## src/include/aeps_pkg.sv

```systemverilog
// package: constants, states and carriers for the converter input-select control
package aeps_pkg;

  // ****************************************
  // serial frame layout
  // ****************************************
  localparam int FRAME_BITS = 16;
  localparam int CONFIG_BIT = 0;
  localparam int START_BIT = 1;
  localparam int SEL_LSB = 2;
  localparam int SEL_MSB = 4;
  localparam int GAIN_LSB = 8;
  localparam int GAIN_MSB = 15;

  // ****************************************
  // timing counts in serial clock rising edges
  // ****************************************
  localparam int SAMPLE_EDGES = 15;
  localparam int CONV_EDGES = 32;
  localparam int FILT_SHORT = 3;
  localparam int FILT_LONG = 6;

  // ****************************************
  // reset values
  // ****************************************
  localparam logic [7:0] GAIN_RESET = 8'h00;
  localparam logic [15:0] SHIFT_RESET = 16'h0000;

  // ****************************************
  // selector values
  // ****************************************
  localparam logic [2:0] SEL_GEN0 = 3'h0;
  localparam logic [2:0] SEL_GEN1 = 3'h1;
  localparam logic [2:0] SEL_AUTO = 3'h3;
  localparam logic [2:0] SEL_A_B = 3'h4;
  localparam logic [2:0] SEL_A_AINV = 3'h5;
  localparam logic [2:0] SEL_B_BINV = 3'h6;
  localparam logic [2:0] SEL_DIRECT = 3'h7;

  // ****************************************
  // source codes, also the multiplexer select
  // ****************************************
  localparam logic [2:0] SRC_GEN0 = 3'h0;
  localparam logic [2:0] SRC_GEN1 = 3'h1;
  localparam logic [2:0] SRC_DIRECT_A = 3'h2;
  localparam logic [2:0] SRC_DIRECT_B = 3'h3;
  localparam logic [2:0] SRC_ENC_A = 3'h4;
  localparam logic [2:0] SRC_ENC_B = 3'h5;
  localparam logic [2:0] SRC_ENC_AINV = 3'h6;
  localparam logic [2:0] SRC_ENC_BINV = 3'h7;

  // conversion sequencer states
  typedef enum logic [1:0] {
    ST_IDLE = 2'b00,
    ST_CONV1 = 2'b01,
    ST_WAIT2 = 2'b10,
    ST_CONV2 = 2'b11
  } aeps_state_t;

  // one requested job: inputs in conversion order
  typedef struct packed {
    logic [2:0] first;
    logic [2:0] second;
    logic pair;
  } aeps_job_t;

  // normal-mode return word, bit 15 down to bit 0
  typedef struct packed {
    logic [7:0] data;
    logic rsvd;
    logic [2:0] src;
    logic phase_b;
    logic phase_a;
    logic done2;
    logic done1;
  } aeps_ret_t;

endpackage

```

## src/hdl/aeps_conv_ctrl.sv

```systemverilog
// converter input selection, sequencing and serial return word
//
// Overview of operation
// - 8-bit results, timing from serial clock
// - one converter, eight inputs, one multiplexer
// - selector at input frame bits 2-4
// - selector 00x converts general input 0/1
// - selector 1xx converts a fixed pair
// - pair converted first member then second
// - selector 011 auto-selects from phase bits
// - phases differ: A family; equal: B family
// - phases filtered, captured each serial rise
// - phase A bit 2, B bit 3 returned
// - gain setting accepted at any time
// - general inputs are plain converter inputs
// - start during conversion is ignored
// - done flags each stand one return frame
// - source code in return bits 4-6
`timescale 1ns/1ps
module aeps_conv_ctrl (
  input wire logic ref_clk,
  input wire logic reset_n,
  input wire logic sclk,
  input wire logic ce_n,
  input wire logic mosi,
  output logic miso,
  output logic miso_oe,
  input wire logic quad_phase_a_raw,
  input wire logic quad_phase_b_raw,
  input wire logic filt_six_edge,
  input wire logic [7:0] adc_data,
  output logic [2:0] adc_mux_sel,
  output logic adc_sample,
  output logic adc_convert,
  output logic conv_busy,
  output logic [7:0] enc_gain
);

  // ****************************************
  // input synchronisers
  // ****************************************
  logic [4:0] sync1_q;
  logic [4:0] sync2_q;
  logic [4:0] pins;
  logic sclk_prev_q;
  logic sclk_rise;
  logic ce_prev_q;
  logic ce_fall;
  logic ce_rise;
  logic ce_n_s;
  logic [1:0] phase_clean;

  assign pins = {quad_phase_b_raw, quad_phase_a_raw, mosi, ce_n, sclk};

  // two flops on every pin input
  always_ff @(posedge ref_clk or negedge reset_n) begin
    if (!reset_n) begin
      sync1_q <= 5'h02;
      sync2_q <= 5'h02;
      sclk_prev_q <= 1'b0;
      ce_prev_q <= 1'b1;
    end else begin
      sync1_q <= pins;
      sync2_q <= sync1_q;
      sclk_prev_q <= sync2_q[0];
      ce_prev_q <= sync2_q[1];
    end
  end

  assign ce_n_s = sync2_q[1];
  assign sclk_rise = sync2_q[0] & ~sclk_prev_q;
  assign ce_fall = ce_prev_q & ~ce_n_s;
  assign ce_rise = ~ce_prev_q & ce_n_s;

  // deglitch on serial clock edges
  aeps_deglitch u_deglitch (
    .ref_clk(ref_clk),
    .reset_n(reset_n),
    .edge_en(sclk_rise),
    .six_edge(filt_six_edge),
    .raw(sync2_q[4:3]),
    .clean(phase_clean)
  );

  // ****************************************
  // serial shift registers and phase capture
  // ****************************************
  logic [15:0] in_sh_q;
  logic [15:0] in_sh_d;
  logic [15:0] out_sh_q;
  logic [15:0] out_sh_d;
  logic [1:0] phase_q;
  logic [1:0] phase_d;
  logic [7:0] gain_q;
  logic [7:0] gain_d;
  logic done1_q;
  logic done1_d;
  logic done2_q;
  logic done2_d;
  logic [7:0] result_q;
  logic [7:0] result_d;
  logic [2:0] src_q;
  logic [2:0] src_d;
  logic set_done1;
  logic set_done2;
  logic frame_done;
  aeps_pkg::aeps_ret_t ret_word;

  // return word from held result and captured phases
  always_comb begin
    ret_word = '0;
    ret_word.data = result_q;
    ret_word.src = src_q;
    ret_word.phase_a = phase_q[0];
    ret_word.phase_b = phase_q[1];
    ret_word.done1 = done1_q;
    ret_word.done2 = done2_q;
  end

  assign frame_done = ce_rise;

  // shift in on rise while selected, reload while deselected
  always_comb begin
    in_sh_d = in_sh_q;
    out_sh_d = out_sh_q;
    phase_d = phase_q;
    gain_d = gain_q;
    if (sclk_rise) begin
      phase_d = phase_clean;
    end
    if (ce_n_s) begin
      out_sh_d = ret_word;
    end else if (sclk_rise) begin
      in_sh_d = {in_sh_q[14:0], sync2_q[2]};
      out_sh_d = {out_sh_q[14:0], 1'b0};
    end
    if (frame_done && in_sh_q[aeps_pkg::CONFIG_BIT]) begin
      gain_d = in_sh_q[aeps_pkg::GAIN_MSB:aeps_pkg::GAIN_LSB];
    end
  end

  always_ff @(posedge ref_clk or negedge reset_n) begin
    if (!reset_n) begin
      in_sh_q <= aeps_pkg::SHIFT_RESET;
      out_sh_q <= aeps_pkg::SHIFT_RESET;
      phase_q <= 2'h0;
      gain_q <= aeps_pkg::GAIN_RESET;
    end else begin
      in_sh_q <= in_sh_d;
      out_sh_q <= out_sh_d;
      phase_q <= phase_d;
      gain_q <= gain_d;
    end
  end

  // ****************************************
  // done flags: set by conversion end, cleared at the select fall of the next frame
  // ****************************************
  always_comb begin
    done1_d = done1_q;
    done2_d = done2_q;
    if (ce_fall) begin
      done1_d = 1'b0;
      done2_d = 1'b0;
    end
    if (set_done1) begin
      done1_d = 1'b1;
    end
    if (set_done2) begin
      done2_d = 1'b1;
    end
  end

  // ****************************************
  // request decode
  // ****************************************
  logic [2:0] req_sel;
  logic req_start;
  logic req_valid;
  aeps_pkg::aeps_job_t req_job;

  assign req_sel = in_sh_q[aeps_pkg::SEL_MSB:aeps_pkg::SEL_LSB];
  assign req_start = frame_done & ~in_sh_q[aeps_pkg::CONFIG_BIT]
    & in_sh_q[aeps_pkg::START_BIT];

  // selector to inputs, in conversion order
  always_comb begin
    req_job = '0;
    req_valid = 1'b1;
    case (req_sel)
      aeps_pkg::SEL_GEN0: req_job.first = aeps_pkg::SRC_GEN0;
      aeps_pkg::SEL_GEN1: req_job.first = aeps_pkg::SRC_GEN1;
      aeps_pkg::SEL_AUTO: begin
        case (phase_q)
          2'b01: req_job.first = aeps_pkg::SRC_ENC_A;
          2'b10: req_job.first = aeps_pkg::SRC_ENC_AINV;
          2'b11: req_job.first = aeps_pkg::SRC_ENC_B;
          default: req_job.first = aeps_pkg::SRC_ENC_BINV;
        endcase
      end
      aeps_pkg::SEL_A_B: begin
        req_job = {aeps_pkg::SRC_ENC_A, aeps_pkg::SRC_ENC_B, 1'b1};
      end
      aeps_pkg::SEL_A_AINV: begin
        req_job = {aeps_pkg::SRC_ENC_A, aeps_pkg::SRC_ENC_AINV, 1'b1};
      end
      aeps_pkg::SEL_B_BINV: begin
        req_job = {aeps_pkg::SRC_ENC_B, aeps_pkg::SRC_ENC_BINV, 1'b1};
      end
      aeps_pkg::SEL_DIRECT: begin
        req_job = {aeps_pkg::SRC_DIRECT_A, aeps_pkg::SRC_DIRECT_B, 1'b1};
      end
      default: req_valid = 1'b0;
    endcase
  end

  // ****************************************
  // conversion sequencer
  // ****************************************
  aeps_pkg::aeps_state_t state_q;
  aeps_pkg::aeps_state_t state_d;
  aeps_pkg::aeps_job_t job_q;
  aeps_pkg::aeps_job_t job_d;
  logic [5:0] edge_cnt_q;
  logic [5:0] edge_cnt_d;
  logic conv_end;

  assign conv_end = sclk_rise && (edge_cnt_q == 6'(aeps_pkg::CONV_EDGES - 1));

  // start, count edges, step to second member
  always_comb begin
    state_d = state_q;
    job_d = job_q;
    edge_cnt_d = edge_cnt_q;
    result_d = result_q;
    src_d = src_q;
    set_done1 = 1'b0;
    set_done2 = 1'b0;
    case (state_q)
      aeps_pkg::ST_IDLE: begin
        if (req_start && req_valid) begin
          job_d = req_job;
          edge_cnt_d = 6'h00;
          state_d = aeps_pkg::ST_CONV1;
        end
      end
      aeps_pkg::ST_CONV1: begin
        if (conv_end) begin
          result_d = adc_data;
          src_d = job_q.first;
          set_done1 = 1'b1;
          state_d = job_q.pair ? aeps_pkg::ST_WAIT2 : aeps_pkg::ST_IDLE;
        end else if (sclk_rise) begin
          edge_cnt_d = edge_cnt_q + 6'h01;
        end
      end
      aeps_pkg::ST_WAIT2: begin
        if (ce_fall) begin
          edge_cnt_d = 6'h00;
          state_d = aeps_pkg::ST_CONV2;
        end
      end
      aeps_pkg::ST_CONV2: begin
        if (conv_end) begin
          result_d = adc_data;
          src_d = job_q.second;
          set_done2 = 1'b1;
          state_d = aeps_pkg::ST_IDLE;
        end else if (sclk_rise) begin
          edge_cnt_d = edge_cnt_q + 6'h01;
        end
      end
      default: state_d = aeps_pkg::ST_IDLE;
    endcase
  end

  // a start while busy is dropped since only idle looks at it
  always_ff @(posedge ref_clk or negedge reset_n) begin
    if (!reset_n) begin
      state_q <= aeps_pkg::ST_IDLE;
      job_q <= '0;
      edge_cnt_q <= 6'h00;
      result_q <= 8'h00;
      src_q <= 3'h0;
      done1_q <= 1'b0;
      done2_q <= 1'b0;
    end else begin
      state_q <= state_d;
      job_q <= job_d;
      edge_cnt_q <= edge_cnt_d;
      result_q <= result_d;
      src_q <= src_d;
      done1_q <= done1_d;
      done2_q <= done2_d;
    end
  end

  // ****************************************
  // converter and pin outputs
  // ****************************************
  logic [2:0] mux_q;
  logic [2:0] mux_d;
  logic sample_q;
  logic sample_d;
  logic convert_q;
  logic convert_d;
  logic in_conv;

  assign in_conv = (state_q == aeps_pkg::ST_CONV1) || (state_q == aeps_pkg::ST_CONV2);

  // one multiplexer select for the shared converter
  always_comb begin
    mux_d = (state_q == aeps_pkg::ST_CONV2) ? job_q.second : job_q.first;
    sample_d = in_conv && (edge_cnt_q < 6'(aeps_pkg::SAMPLE_EDGES));
    convert_d = in_conv && !sample_d;
  end

  always_ff @(posedge ref_clk or negedge reset_n) begin
    if (!reset_n) begin
      mux_q <= 3'h0;
      sample_q <= 1'b0;
      convert_q <= 1'b0;
    end else begin
      mux_q <= mux_d;
      sample_q <= sample_d;
      convert_q <= convert_d;
    end
  end

  assign adc_mux_sel = mux_q;
  assign adc_sample = sample_q;
  assign adc_convert = convert_q;
  assign conv_busy = (state_q != aeps_pkg::ST_IDLE);
  assign enc_gain = gain_q;
  assign miso = out_sh_q[15];
  assign miso_oe = ~ce_n_s;

endmodule

```

## src/hdl/aeps_deglitch.sv

```systemverilog
// two-bit deglitch filter counting serial clock edges
`timescale 1ns/1ps
module aeps_deglitch (
  input wire logic ref_clk,
  input wire logic reset_n,
  input wire logic edge_en,
  input wire logic six_edge,
  input wire logic [1:0] raw,
  output logic [1:0] clean
);

  logic [2:0] limit;

  // stability length: 3 or 6 edges
  assign limit = six_edge ? 3'(aeps_pkg::FILT_LONG) : 3'(aeps_pkg::FILT_SHORT);

  // ****************************************
  // one filter per phase bit
  // ****************************************
  genvar gi;
  generate
    for (gi = 0; gi < 2; gi++) begin : g_bit
      logic [2:0] cnt_q;
      logic [2:0] cnt_d;
      logic out_q;
      logic out_d;

      // count edges the raw level disagrees with the output
      always_comb begin
        cnt_d = cnt_q;
        out_d = out_q;
        if (raw[gi] == out_q) begin
          cnt_d = 3'h0;
        end else if (edge_en) begin
          if (cnt_q + 3'h1 >= limit) begin
            out_d = raw[gi];
            cnt_d = 3'h0;
          end else begin
            cnt_d = cnt_q + 3'h1;
          end
        end
      end

      always_ff @(posedge ref_clk or negedge reset_n) begin
        if (!reset_n) begin
          cnt_q <= 3'h0;
          out_q <= 1'b0;
        end else begin
          cnt_q <= cnt_d;
          out_q <= out_d;
        end
      end

      assign clean[gi] = out_q;
    end
  endgenerate

endmodule

```

## config.mk

```make
export PLATFORM = sky130hd
export DESIGN_NAME = aeps_conv_ctrl
export DESIGN_NICKNAME = d
export VERILOG_FILES = /design/src/include/aeps_pkg.sv /design/src/hdl/aeps_conv_ctrl.sv /design/src/hdl/aeps_deglitch.sv
export SDC_FILE = /design/constraint.sdc
export NUM_CORES = 1
export LEC_CHECK = 0
export ABC_AREA = 0
export BUFFER_PORTS_ARGS = -buffer_cell sky130_fd_sc_hd__buf_2
export CAP_MARGIN = 20
export CORE_ASPECT_RATIO = 0.6
export CORE_MARGIN = 10
export CORE_UTILIZATION = 42
export CTS_BUF_LIST = sky130_fd_sc_hd__clkbuf_4 sky130_fd_sc_hd__clkbuf_8 sky130_fd_sc_hd__clkbuf_16
export CTS_CLUSTER_DIAMETER = 120
export DETAILED_ROUTE_END_ITERATION = 10
export SYNTH_ARGS = -nofsm -noshare
export SYNTH_HDL_FRONTEND = slang
export SYNTH_HIERARCHICAL = 1
export SYNTH_SLANG_ARGS = --single-unit
```

## constraint.sdc

```tcl
create_clock -name ref_clk -period 2.23 [get_ports ref_clk]
set_input_delay 0.5575 -clock ref_clk [delete_from_list [all_inputs] [get_ports ref_clk]]
set_output_delay 0.5575 -clock ref_clk [all_outputs]
set_load 0.02 [all_outputs]
```

==> results of run 1 <==
-- final cells by class --
| cell class | instances | area, um^2 | area share (%) |
|---|---|---|---|
| Sequential cell | 95 | 2380 | 49.5 |
| Multi-Input combinational cell | 205 | 1650 | 34.2 |
| Clock buffer | 11 | 253 | 5.26 |
| Tap cell | 130 | 163 | 3.38 |
| Timing Repair Buffer | 41 | 245 | 5.10 |
| Inverter | 11 | 41.3 | 0.859 |
| Clock inverter | 5 | 80.1 | 1.67 |
-- per-layer routing --
metal | GRT usage [%] | share of wire (%) | vias to the layer above
met5 | 0 | 0 | -
met4 | 3.39 | 1.4 | 0
met3 | 4.69 | 5.5 | 11
met2 | 14.3 | 40 | 34
met1 | 15.5 | 53 | 1205
li1 | - | - | 1197
-- worst reg2reg max path, cell delays in order, from the launching register on --
cell and delay [ns]:
dfrtp_1 0.42, ha_1 0.25, xor2_1 0.18, ha_1 0.32
a31oi_4 0.21, nor2b_2 0.07, mux2_4 0.29
-- state kept, by name, indices dropped and copies added (netlist names), 5 cells and up, named ones only --
register	flops
in_sh_q	16
out_sh_q	16
enc_gain	8
result_q	8
job_q	7
edge_cnt_q	6
u_deglitch/g_bit.cnt_q	6
sync1_q	5
sync2_q	5
-- power breakdown --
group          switching (mW)  internal [mW]  total, mW
registers               0.214           1.96       2.17
logic                   0.428          0.413      0.841
clock network           0.633           1.04       1.67
total                    1.27           3.41       4.69
-- layout by cell type (no fill, tap or decap), types with 2 or more instances in the layout --
| master | instances |
|---|---|
| nand2b_4 | 3 |
| nand2b_1 | 8 |
| buf_4 | 10 |
| nand4b_1 | 2 |
| nor3_1 | 3 |
| clkbuf_16 | 9 |
| nand4_1 | 3 |
| nor2b_1 | 4 |
| a32o_1 | 2 |
| o21ai_0 | 24 |
| dfrtp_1 | 92 |
| clkinvlp_4 | 2 |
| inv_1 | 10 |
| ha_1 | 9 |
| buf_2 | 30 |
| mux2i_1 | 17 |
| mux2_1 | 5 |
| nor2_1 | 13 |
| nor2b_2 | 2 |
| xnor2_1 | 6 |
| dfstp_2 | 3 |
| nor4_4 | 2 |
| a22o_1 | 6 |
| clkbuf_8 | 2 |
| nand2_1 | 33 |
| bufinv_16 | 2 |
| mux2_2 | 30 |
| a31oi_1 | 4 |
| xor2_1 | 2 |
| a31oi_4 | 2 |
| a21oi_1 | 4 |
| nand3b_1 | 6 |
| mux2_4 | 6 |
-- cell families after synthesis --
kind of cell | count (synthesis) | share of synthesized area [%]
flops | 95 | 57.4
simple gates | 85 | 11.9
mux | 58 | 15.8
compound gates | 45 | 7.59
buf+inv | 26 | 3.01
fa+ha+maj | 9 | 2.71
xor+xnor | 8 | 1.69
-- final timing paths --
| kind | start | cells past startpoint | end |
|---|---|---|---|
| max in group asynchronous | reset_n | 2 | sync2_q[1] |
| min | reset_n | 1 | result_q[4] |
| min in group ref_clk | ce_n | 1 | sync1_q[1] |
| min reg2reg | sync1_q[2] | 0 | sync2_q[2] |
| max reg2reg | u_deglitch/g_bit[0].cnt_q[0] | 6 | u_deglitch/g_bit[0].out_q |
| max | state_q[0] | 2 | conv_busy |
==> results.sh, run 1 <==
export IMPL_status="finished clean"
export IMPL_layout_min_cycle_time_ns=1.91
export IMPL_peakVddDrop_mv=0.473
export IMPL_crit_fanout=8
export IMPL_die_y_um=97.0
export IMPL_grt_use_total_pct=10.9
export IMPL_ys_ff_latch=95
export IMPL_r2r_slack_ns=0.38
export IMPL_async_reset_ff_share_pct=100
export IMPL_cp_end_kind="primary output"
export IMPL_clock_latency_ns=0.34
export IMPL_hold_path_class="primary input to asynchronous set/reset pin"
export IMPL_grt_pass1_vias=2452
export IMPL_cts_setup_buffers=0
export IMPL_place_inst=482
export IMPL_n_antenna_cell=0
export IMPL_syn2layout_area_growth_pct=15.8
export IMPL_power_leakage_nw=2.29
export IMPL_root_buffer="clkbuf_16"
export IMPL_wl_per_cell_um=14.8
export IMPL_slowest_delay_ns=0.46
export IMPL_drv_cap=0
export IMPL_antenna_found_initial=0
export IMPL_skew_ns=0.00618
export IMPL_rsz0062_at_grt="no"
export IMPL_clk_pin_slew_ns=0.06
export IMPL_yosys_warnings=6
export IMPL_fmax_ghz=0.524
export IMPL_syn_num_nets=351
export IMPL_fin_cells=498
export IMPL_pre_cts_ws_ns=0.333
export IMPL_wirelength_um=7350
export IMPL_drive_gt1_share_pct=30.2
export IMPL_postRouteAntennaNets=0
export IMPL_crit_family="flip-flops"
export IMPL_cts_buffers=9
export IMPL_finalSetupViolCount=0
export IMPL_gp_congestion=0.756
export IMPL_fin_worst_hold_slack_ns=0.184
export IMPL_postSynthAreaPerCell_um2=12.7
export IMPL_via_count=2447
export IMPL_grt_max_degree=38
export IMPL_synth_edf_count=0
export IMPL_portBuffers=31
export IMPL_worst_pin_slew_ns=0.496
export IMPL_ys_types=41
export IMPL_slew_viol_final=0
export IMPL_synth_commonest_cells="dfrtp_1, nand2_1, mux2_2"
export IMPL_crit_type="flop to primary output"
export IMPL_detail_route_iter0_violations=124
export IMPL_cp_data_arrival_time_ns=1.35
export IMPL_ios=32
export IMPL_hpwl_um=5150
export IMPL_cts_resized_gates=0
export IMPL_clkSinkCount=95
export IMPL_dieArea_um2=14400
export IMPL_cts_hold_fix_buffers=0
export IMPL_nFillCells=856
export IMPL_ys_dominant_reg_cell="dfrtp_1"
export IMPL_core_um2=9390
export IMPL_synth_yosys_seq_area_share_pct=57.4
export IMPL_fin_util_pct=51.2
export IMPL_min_period_over_period_pct=85.6
export IMPL_powerDensity_nw_per_um2=975
export IMPL_slew_headroom_pct=66.9
export IMPL_grt_pass1_wl_um=12700
export IMPL_syn_cell_area_um2=4150
export IMPL_rows=27
export IMPL_grt_ovfl_total=0
export IMPL_path_cells="or2_2, buf_2"
export IMPL_synthMostInstantiatedCell="dfrtp_1"
export IMPL_yosys_area_top_type="dfrtp_1"
export IMPL_viasPerCell=4.91
export IMPL_dr_pass1_iters=4
export IMPL_setup_tns_final_ns=0
export IMPL_drc_errors=0
export IMPL_cpMaxStageDelayCell="dfrtp_1"
export IMPL_postPlaceCellArea_um2=4480
export IMPL_postSynthCellCount=326
export IMPL_ys_top_cells_by_area="dfrtp_1, mux2_2, mux2i_1"
export IMPL_initial_utilization_pct=44.2
export IMPL_finalWorstSetupSlack_ns=0.321
export IMPL_crit_buf_inv=1
export IMPL_nNetsFinal=388
export IMPL_start_kind="flop"
export IMPL_die_w_um=148
export IMPL_cp_required_ns=1.67
export IMPL_h_tree_depth=3
export IMPL_synth_top_area_share_pct=55.5
export IMPL_clockBufferDepth=2
export IMPL_design_area_um2=4810
export IMPL_finalHoldViolCount=0
export IMPL_total_power_mw=4.69
export IMPL_cts_tree="yes"
(Power assumes the default switching activity.)
==> inputs of run 2 (changes only) <==
--- a/config.mk
+++ b/config.mk
@@ -8,7 +8,7 @@
 export ABC_AREA = 0
 export BUFFER_PORTS_ARGS = -buffer_cell sky130_fd_sc_hd__buf_2
 export CAP_MARGIN = 20
-export CORE_ASPECT_RATIO = 0.6
+export CORE_ASPECT_RATIO = 1.5
 export CORE_MARGIN = 10
 export CORE_UTILIZATION = 42
 export CTS_BUF_LIST = sky130_fd_sc_hd__clkbuf_4 sky130_fd_sc_hd__clkbuf_8 sky130_fd_sc_hd__clkbuf_16
==> run 2 against run 1 <==
Die area decreased by 0.34%. Clock skew is essentially flat. Setup slack worse by 0.0087 ns. Design area down 0.94%. Final cell count down 3.2%. Via count up 2.1%. Wire length shrank 1.4%.
==> results.sh, run 2 (synthesized netlist as in run 1, its figures left out) <==
export IMPL_wirelength_um=7250
export IMPL_cts_buffers=9
export IMPL_cts_resized_gates=0
export IMPL_slew_viol_final=0
export IMPL_rows=44
export IMPL_grt_max_degree=68
export IMPL_cts_setup_buffers=0
export IMPL_finalSetupViolCount=0
export IMPL_cp_required_ns=1.67
export IMPL_r2r_start="u_deglitch/g_bit[0].cnt_q[0]"
export IMPL_drive_gt1_share_pct=30.0
export IMPL_gp_congestion=0.746
export IMPL_final_common_cell="dfrtp_1"
export IMPL_clockBufferDepth=2
export IMPL_rr_worst_depth=6
export IMPL_initial_utilization_pct=42.8
export IMPL_hold_path_class="primary input to asynchronous set/reset pin"
export IMPL_cts_hold_fix_buffers=0
export IMPL_grt_ovfl_total=0
export IMPL_dieArea_um2=14300
export IMPL_die_w_um=101
export IMPL_drc_errors=0
export IMPL_layout_min_cycle_time_ns=1.92
export IMPL_skew_ns=0.00644
export IMPL_ios=32
export IMPL_crit_type="flop to primary output"
export IMPL_detail_route_iter0_violations=122
export IMPL_start_kind="flop"
export IMPL_r2r_slack_ns=0.39
export IMPL_hpwl_um=4950
export IMPL_clock_latency_ns=0.34
export IMPL_crit_buf_inv=1
export IMPL_syn2layout_area_growth_pct=14.7
export IMPL_grt_pass1_vias=2618
export IMPL_path_cells="or2_2, buf_2"
export IMPL_crit_fanout=8
export IMPL_total_power_mw=4.60
export IMPL_viasPerCell=5.18
export IMPL_cpMaxStageDelayCell="dfrtp_1"
export IMPL_core_um2=9690
export IMPL_fmax_ghz=0.521
export IMPL_n_antenna_cell=0
export IMPL_portBuffers=31
export IMPL_reg2reg_to="u_deglitch/g_bit[0].out_q"
export IMPL_root_buffer="clkbuf_16"
export IMPL_via_count=2498
export IMPL_postRouteAntennaNets=0
export IMPL_layout_common_cells="dfrtp_1, nand2_1, mux2_2, buf_2, o21ai_0"
export IMPL_clk_pin_slew_ns=0.06
export IMPL_worst_pin_slew_ns=0.482
export IMPL_antenna_found_initial=0
export IMPL_crit_family="flip-flops"
export IMPL_nNetsFinal=387
export IMPL_setup_tns_final_ns=0
export IMPL_wl_per_cell_um=15.0
export IMPL_grt_pass1_wl_um=13100
export IMPL_finalHoldViolCount=0
export IMPL_min_period_over_period_pct=86.0
export IMPL_cp_data_arrival_time_ns=1.36
export IMPL_dr_pass1_iters=4
export IMPL_clkSinkCount=95
export IMPL_fin_worst_hold_slack_ns=0.133
export IMPL_cts_tree="yes"
export IMPL_status="finished clean"
export IMPL_slew_headroom_pct=67.8
export IMPL_peakVddDrop_mv=0.640
export IMPL_powerDensity_nw_per_um2=966
export IMPL_slowest_delay_ns=0.47
export IMPL_drv_cap=0
export IMPL_power_leakage_nw=2.29
export IMPL_reg_largest_list="in_sh_q x16, out_sh_q x16"
export IMPL_die_y_um=142
export IMPL_grt_use_total_pct=11.3
export IMPL_cp_end_kind="primary output"
export IMPL_rsz0062_at_grt="no"
export IMPL_h_tree_depth=3
[run 2: cell types whose count changed in the layout (fill, tap and decap cells not counted)]
| cell | before | now |
|---|---|---|
| clkinvlp_4 | 2 | 0 |
| buf_4 | 10 | 9 |
| bufinv_16 | 2 | 1 |
| clkbuf_4 | 0 | 1 |
| clkbuf_8 | 2 | 3 |
| clkinv_2 | 1 | 2 |
[run 2: layout make-up]
class	instances	area (um^2)
fill	876	4930
tap	115	144
sequential	95	2380
multi-input combinational	205	1650
clock buffer	13	274
clock inverter	3	40.0
inverter	11	41.3
timing repair buffer	40	238
[run 2: report_power, final]
part           internal, mW  switching (mW)
registers              1.96           0.190
clock network         0.969           0.627
logic                 0.422           0.433
total                  3.35            1.25
[run 2: worst max-delay path by stage]
stage	from	endpoint	depth (start not counted)
after detailed placement	filt_six_edge	u_deglitch/g_bit[0].out_q	7
after CTS	state_q[0]	conv_busy	2
final	state_q[0]	conv_busy	2
after global placement	filt_six_edge	u_deglitch/g_bit[1].out_q	7
after floorplan	sync2_q[1]	job_q[0]	6
after global routing	sclk_prev_q	done2_q	5
[run 2: stage by stage]
step | instances | instance area, um^2 | utilization [%] | setup WS, ns
5_1_grt | 482 | 4760 | 49.2 | 0.245
3_5_place_dp | 466 | 4450 | 45.9 | 0.305
2_1_floorplan | 326 | 4150 | - | 0.479
3_3_place_gp | 466 | 4450 | 45.9 | 0.362
4_1_cts | 482 | 4760 | 49.2 | 0.288
6_report | 482 | 4760 | 49.2 | 0.312
[run 2: routing by layer]
layer | track usage, % | up-vias | wire, um
met5 | 0 | - | 0
met4 | 4.64 | 0 | 123
met3 | 4.42 | 8 | 408
met2 | 17.1 | 43 | 3500
met1 | 14.0 | 1246 | 3220
li1 | - | 1201 | -
==> inputs of run 3 (changes only) <==
--- a/config.mk
+++ b/config.mk
@@ -14,6 +14,7 @@
 export CTS_BUF_LIST = sky130_fd_sc_hd__clkbuf_4 sky130_fd_sc_hd__clkbuf_8 sky130_fd_sc_hd__clkbuf_16
 export CTS_CLUSTER_DIAMETER = 120
 export DETAILED_ROUTE_END_ITERATION = 10
+export MAX_ROUTING_LAYER = met4
 export SYNTH_ARGS = -nofsm -noshare
 export SYNTH_HDL_FRONTEND = slang
 export SYNTH_HIERARCHICAL = 1
==> run 3 against run 2 <==
Flip-flop and latch count unchanged. Die area unchanged. Combinational power about the same. Design area unchanged. Fmax about the same. Hold slack got worse by 0.00097 ns. Count of clock-buffer cells in the layout unchanged. Total power decreased by 0.11%. Largest cell class unchanged. Largest power group unchanged.
==> results.sh, run 3 (synthesized netlist as in run 1, its figures left out) <==
export IMPL_status="finished clean"
export IMPL_r2r_slack_ns=0.39
export IMPL_crit_type="flop to primary output"
export IMPL_peakVddDrop_mv=0.638
export IMPL_fin_worst_hold_slack_ns=0.132
export IMPL_finalHoldViolCount=0
export IMPL_syn2layout_area_growth_pct=14.7
export IMPL_rr_worst_depth=6
export IMPL_detail_route_iter0_violations=121
export IMPL_reg_largest_list="in_sh_q x16, out_sh_q x16"
export IMPL_grt_pass1_wl_um=13200
export IMPL_power_leakage_nw=2.29
export IMPL_gp_congestion=0.756
export IMPL_crit_fanout=8
export IMPL_via_count=2501
export IMPL_switchingPower_mw=1.24
export IMPL_h_tree_depth=3
export IMPL_seqPwrFrac_pct=46.8
export IMPL_clockBufferDepth=2
export IMPL_root_buffer="clkbuf_16"
export IMPL_antenna_found_initial=0
export IMPL_grt_pass1_vias=2612
export IMPL_ios=32
export IMPL_wl_per_cell_um=15.1
export IMPL_clk_pin_slew_ns=0.06
export IMPL_slew_viol_final=0
export IMPL_skew_ns=0.00508
export IMPL_r2r_start="u_deglitch/g_bit[1].cnt_q[0]"
export IMPL_grt_max_degree=68
export IMPL_die_w_um=101
export IMPL_grt_ovfl_total=0
export IMPL_initial_utilization_pct=42.8
export IMPL_hpwl_um=4950
export IMPL_cts_tree="yes"
export IMPL_comb_power_share_pct=18.6
export IMPL_portBuffers=31
export IMPL_viasPerCell=5.19
export IMPL_drive_gt1_share_pct=30.0
export IMPL_cts_hold_fix_buffers=0
export IMPL_finalSetupViolCount=0
export IMPL_drv_cap=0
export IMPL_p_clk_share_pct=34.6
export IMPL_core_um2=9690
export IMPL_rows=44
export IMPL_busiest_layer="met2"
export IMPL_min_period_over_period_pct=85.9
export IMPL_use_met3_pct=4.23
export IMPL_cp_required_ns=1.67
export IMPL_fmax_ghz=0.522
export IMPL_met2_usage_pct=17.0
export IMPL_reg2reg_to="u_deglitch/g_bit[1].out_q"
export IMPL_clock_latency_ns=0.34
export IMPL_die_y_um=142
export IMPL_n_antenna_cell=0
export IMPL_postRouteAntennaNets=0
export IMPL_cp_end_kind="primary output"
export IMPL_layout_common_cells="dfrtp_1, nand2_1, mux2_2, buf_2, o21ai_0"
export IMPL_cts_resized_gates=0
export IMPL_start_kind="flop"
export IMPL_nNetsFinal=387
export IMPL_dr_pass1_iters=4
export IMPL_cp_data_arrival_time_ns=1.36
export IMPL_clkSinkCount=95
export IMPL_final_common_cell="dfrtp_1"
export IMPL_cp_startpoint="state_q[0]"
export IMPL_powerDensity_nw_per_um2=965
export IMPL_grtUsageMet1_pct=14.2
export IMPL_slew_headroom_pct=67.9
export IMPL_cts_buffers=9
export IMPL_setup_tns_final_ns=0
export IMPL_swShare_pct=27.1
export IMPL_hold_path_class="primary input to asynchronous set/reset pin"
export IMPL_layout_min_cycle_time_ns=1.92
export IMPL_grt_use_total_pct=11.6
export IMPL_crit_end="conv_busy"
export IMPL_wirelength_um=7260
export IMPL_rsz0062_at_grt="no"
export IMPL_dieArea_um2=14300
export IMPL_worst_pin_slew_ns=0.480
export IMPL_drc_errors=0
export IMPL_cts_setup_buffers=0
export IMPL_internal_power_mw=3.35
==> run 3: cell counts in the layout (fill, tap and decap cells not counted) <==
Identical to the previous run, type by type.
==> run 3: layout make-up <==
cell class,count,area [um^2]
Multi-Input combinational cell,205,1650
Inverter,11,41.3
Tap cell,115,144
Fill cell,876,4930
Clock buffer,13,274
Timing Repair Buffer,40,238
Clock inverter,3,40.0
Sequential cell,95,2380
==> run 3: worst max-delay path: stages (launching register included) <==
cell	delay (ns)
dfrtp_1	0.47
or2_2	0.37
buf_2	0.18
==> run 3: per-layer routing <==
metal / vias up / wire (um)
met4: 0 / 125
met2: 38 / 3490
li1: 1201 / -
met3: 10 / 364
met1: 1252 / 3280
met5: - / 0
==> run 3: power groups by stage <==
stage,clock (mW),sequential [mW],combinational (mW)
after detailed placement,0,2.18,0.869
final,1.59,2.15,0.855
after global placement,0,2.17,0.850
after global routing,1.71,2.19,0.967
after CTS,1.64,2.15,0.875
after floorplan,0,2.17,0.642
==> run 3: through the flow <==
step	cells	util, %	instance area (um^2)	total power, mW	setup WS [ns]
after floorplan	326	-	4150	2.81	0.479
after global placement	466	45.9	4450	3.02	0.362
after detailed placement	466	45.9	4450	3.05	0.305
after CTS	482	49.2	4760	4.67	0.288
after global routing	482	49.2	4760	4.87	0.239
final	482	49.2	4760	4.60	0.313
==> run 3: worst min-delay path by stage <==
stage,startpoint,endpoint,slack [ns],depth (start not counted)
finish,reset_n,u_deglitch/g_bit[0].out_q,0.13,1
global route,reset_n,sync2_q[3],0.15,1
CTS,reset_n,sync2_q[3],0.14,1
detailed placement,sync1_q[2],sync2_q[2],0.34,0
global placement,sync1_q[2],sync2_q[2],0.33,0
floorplan,reset_n,asynchronous set/reset pin,0.26,0
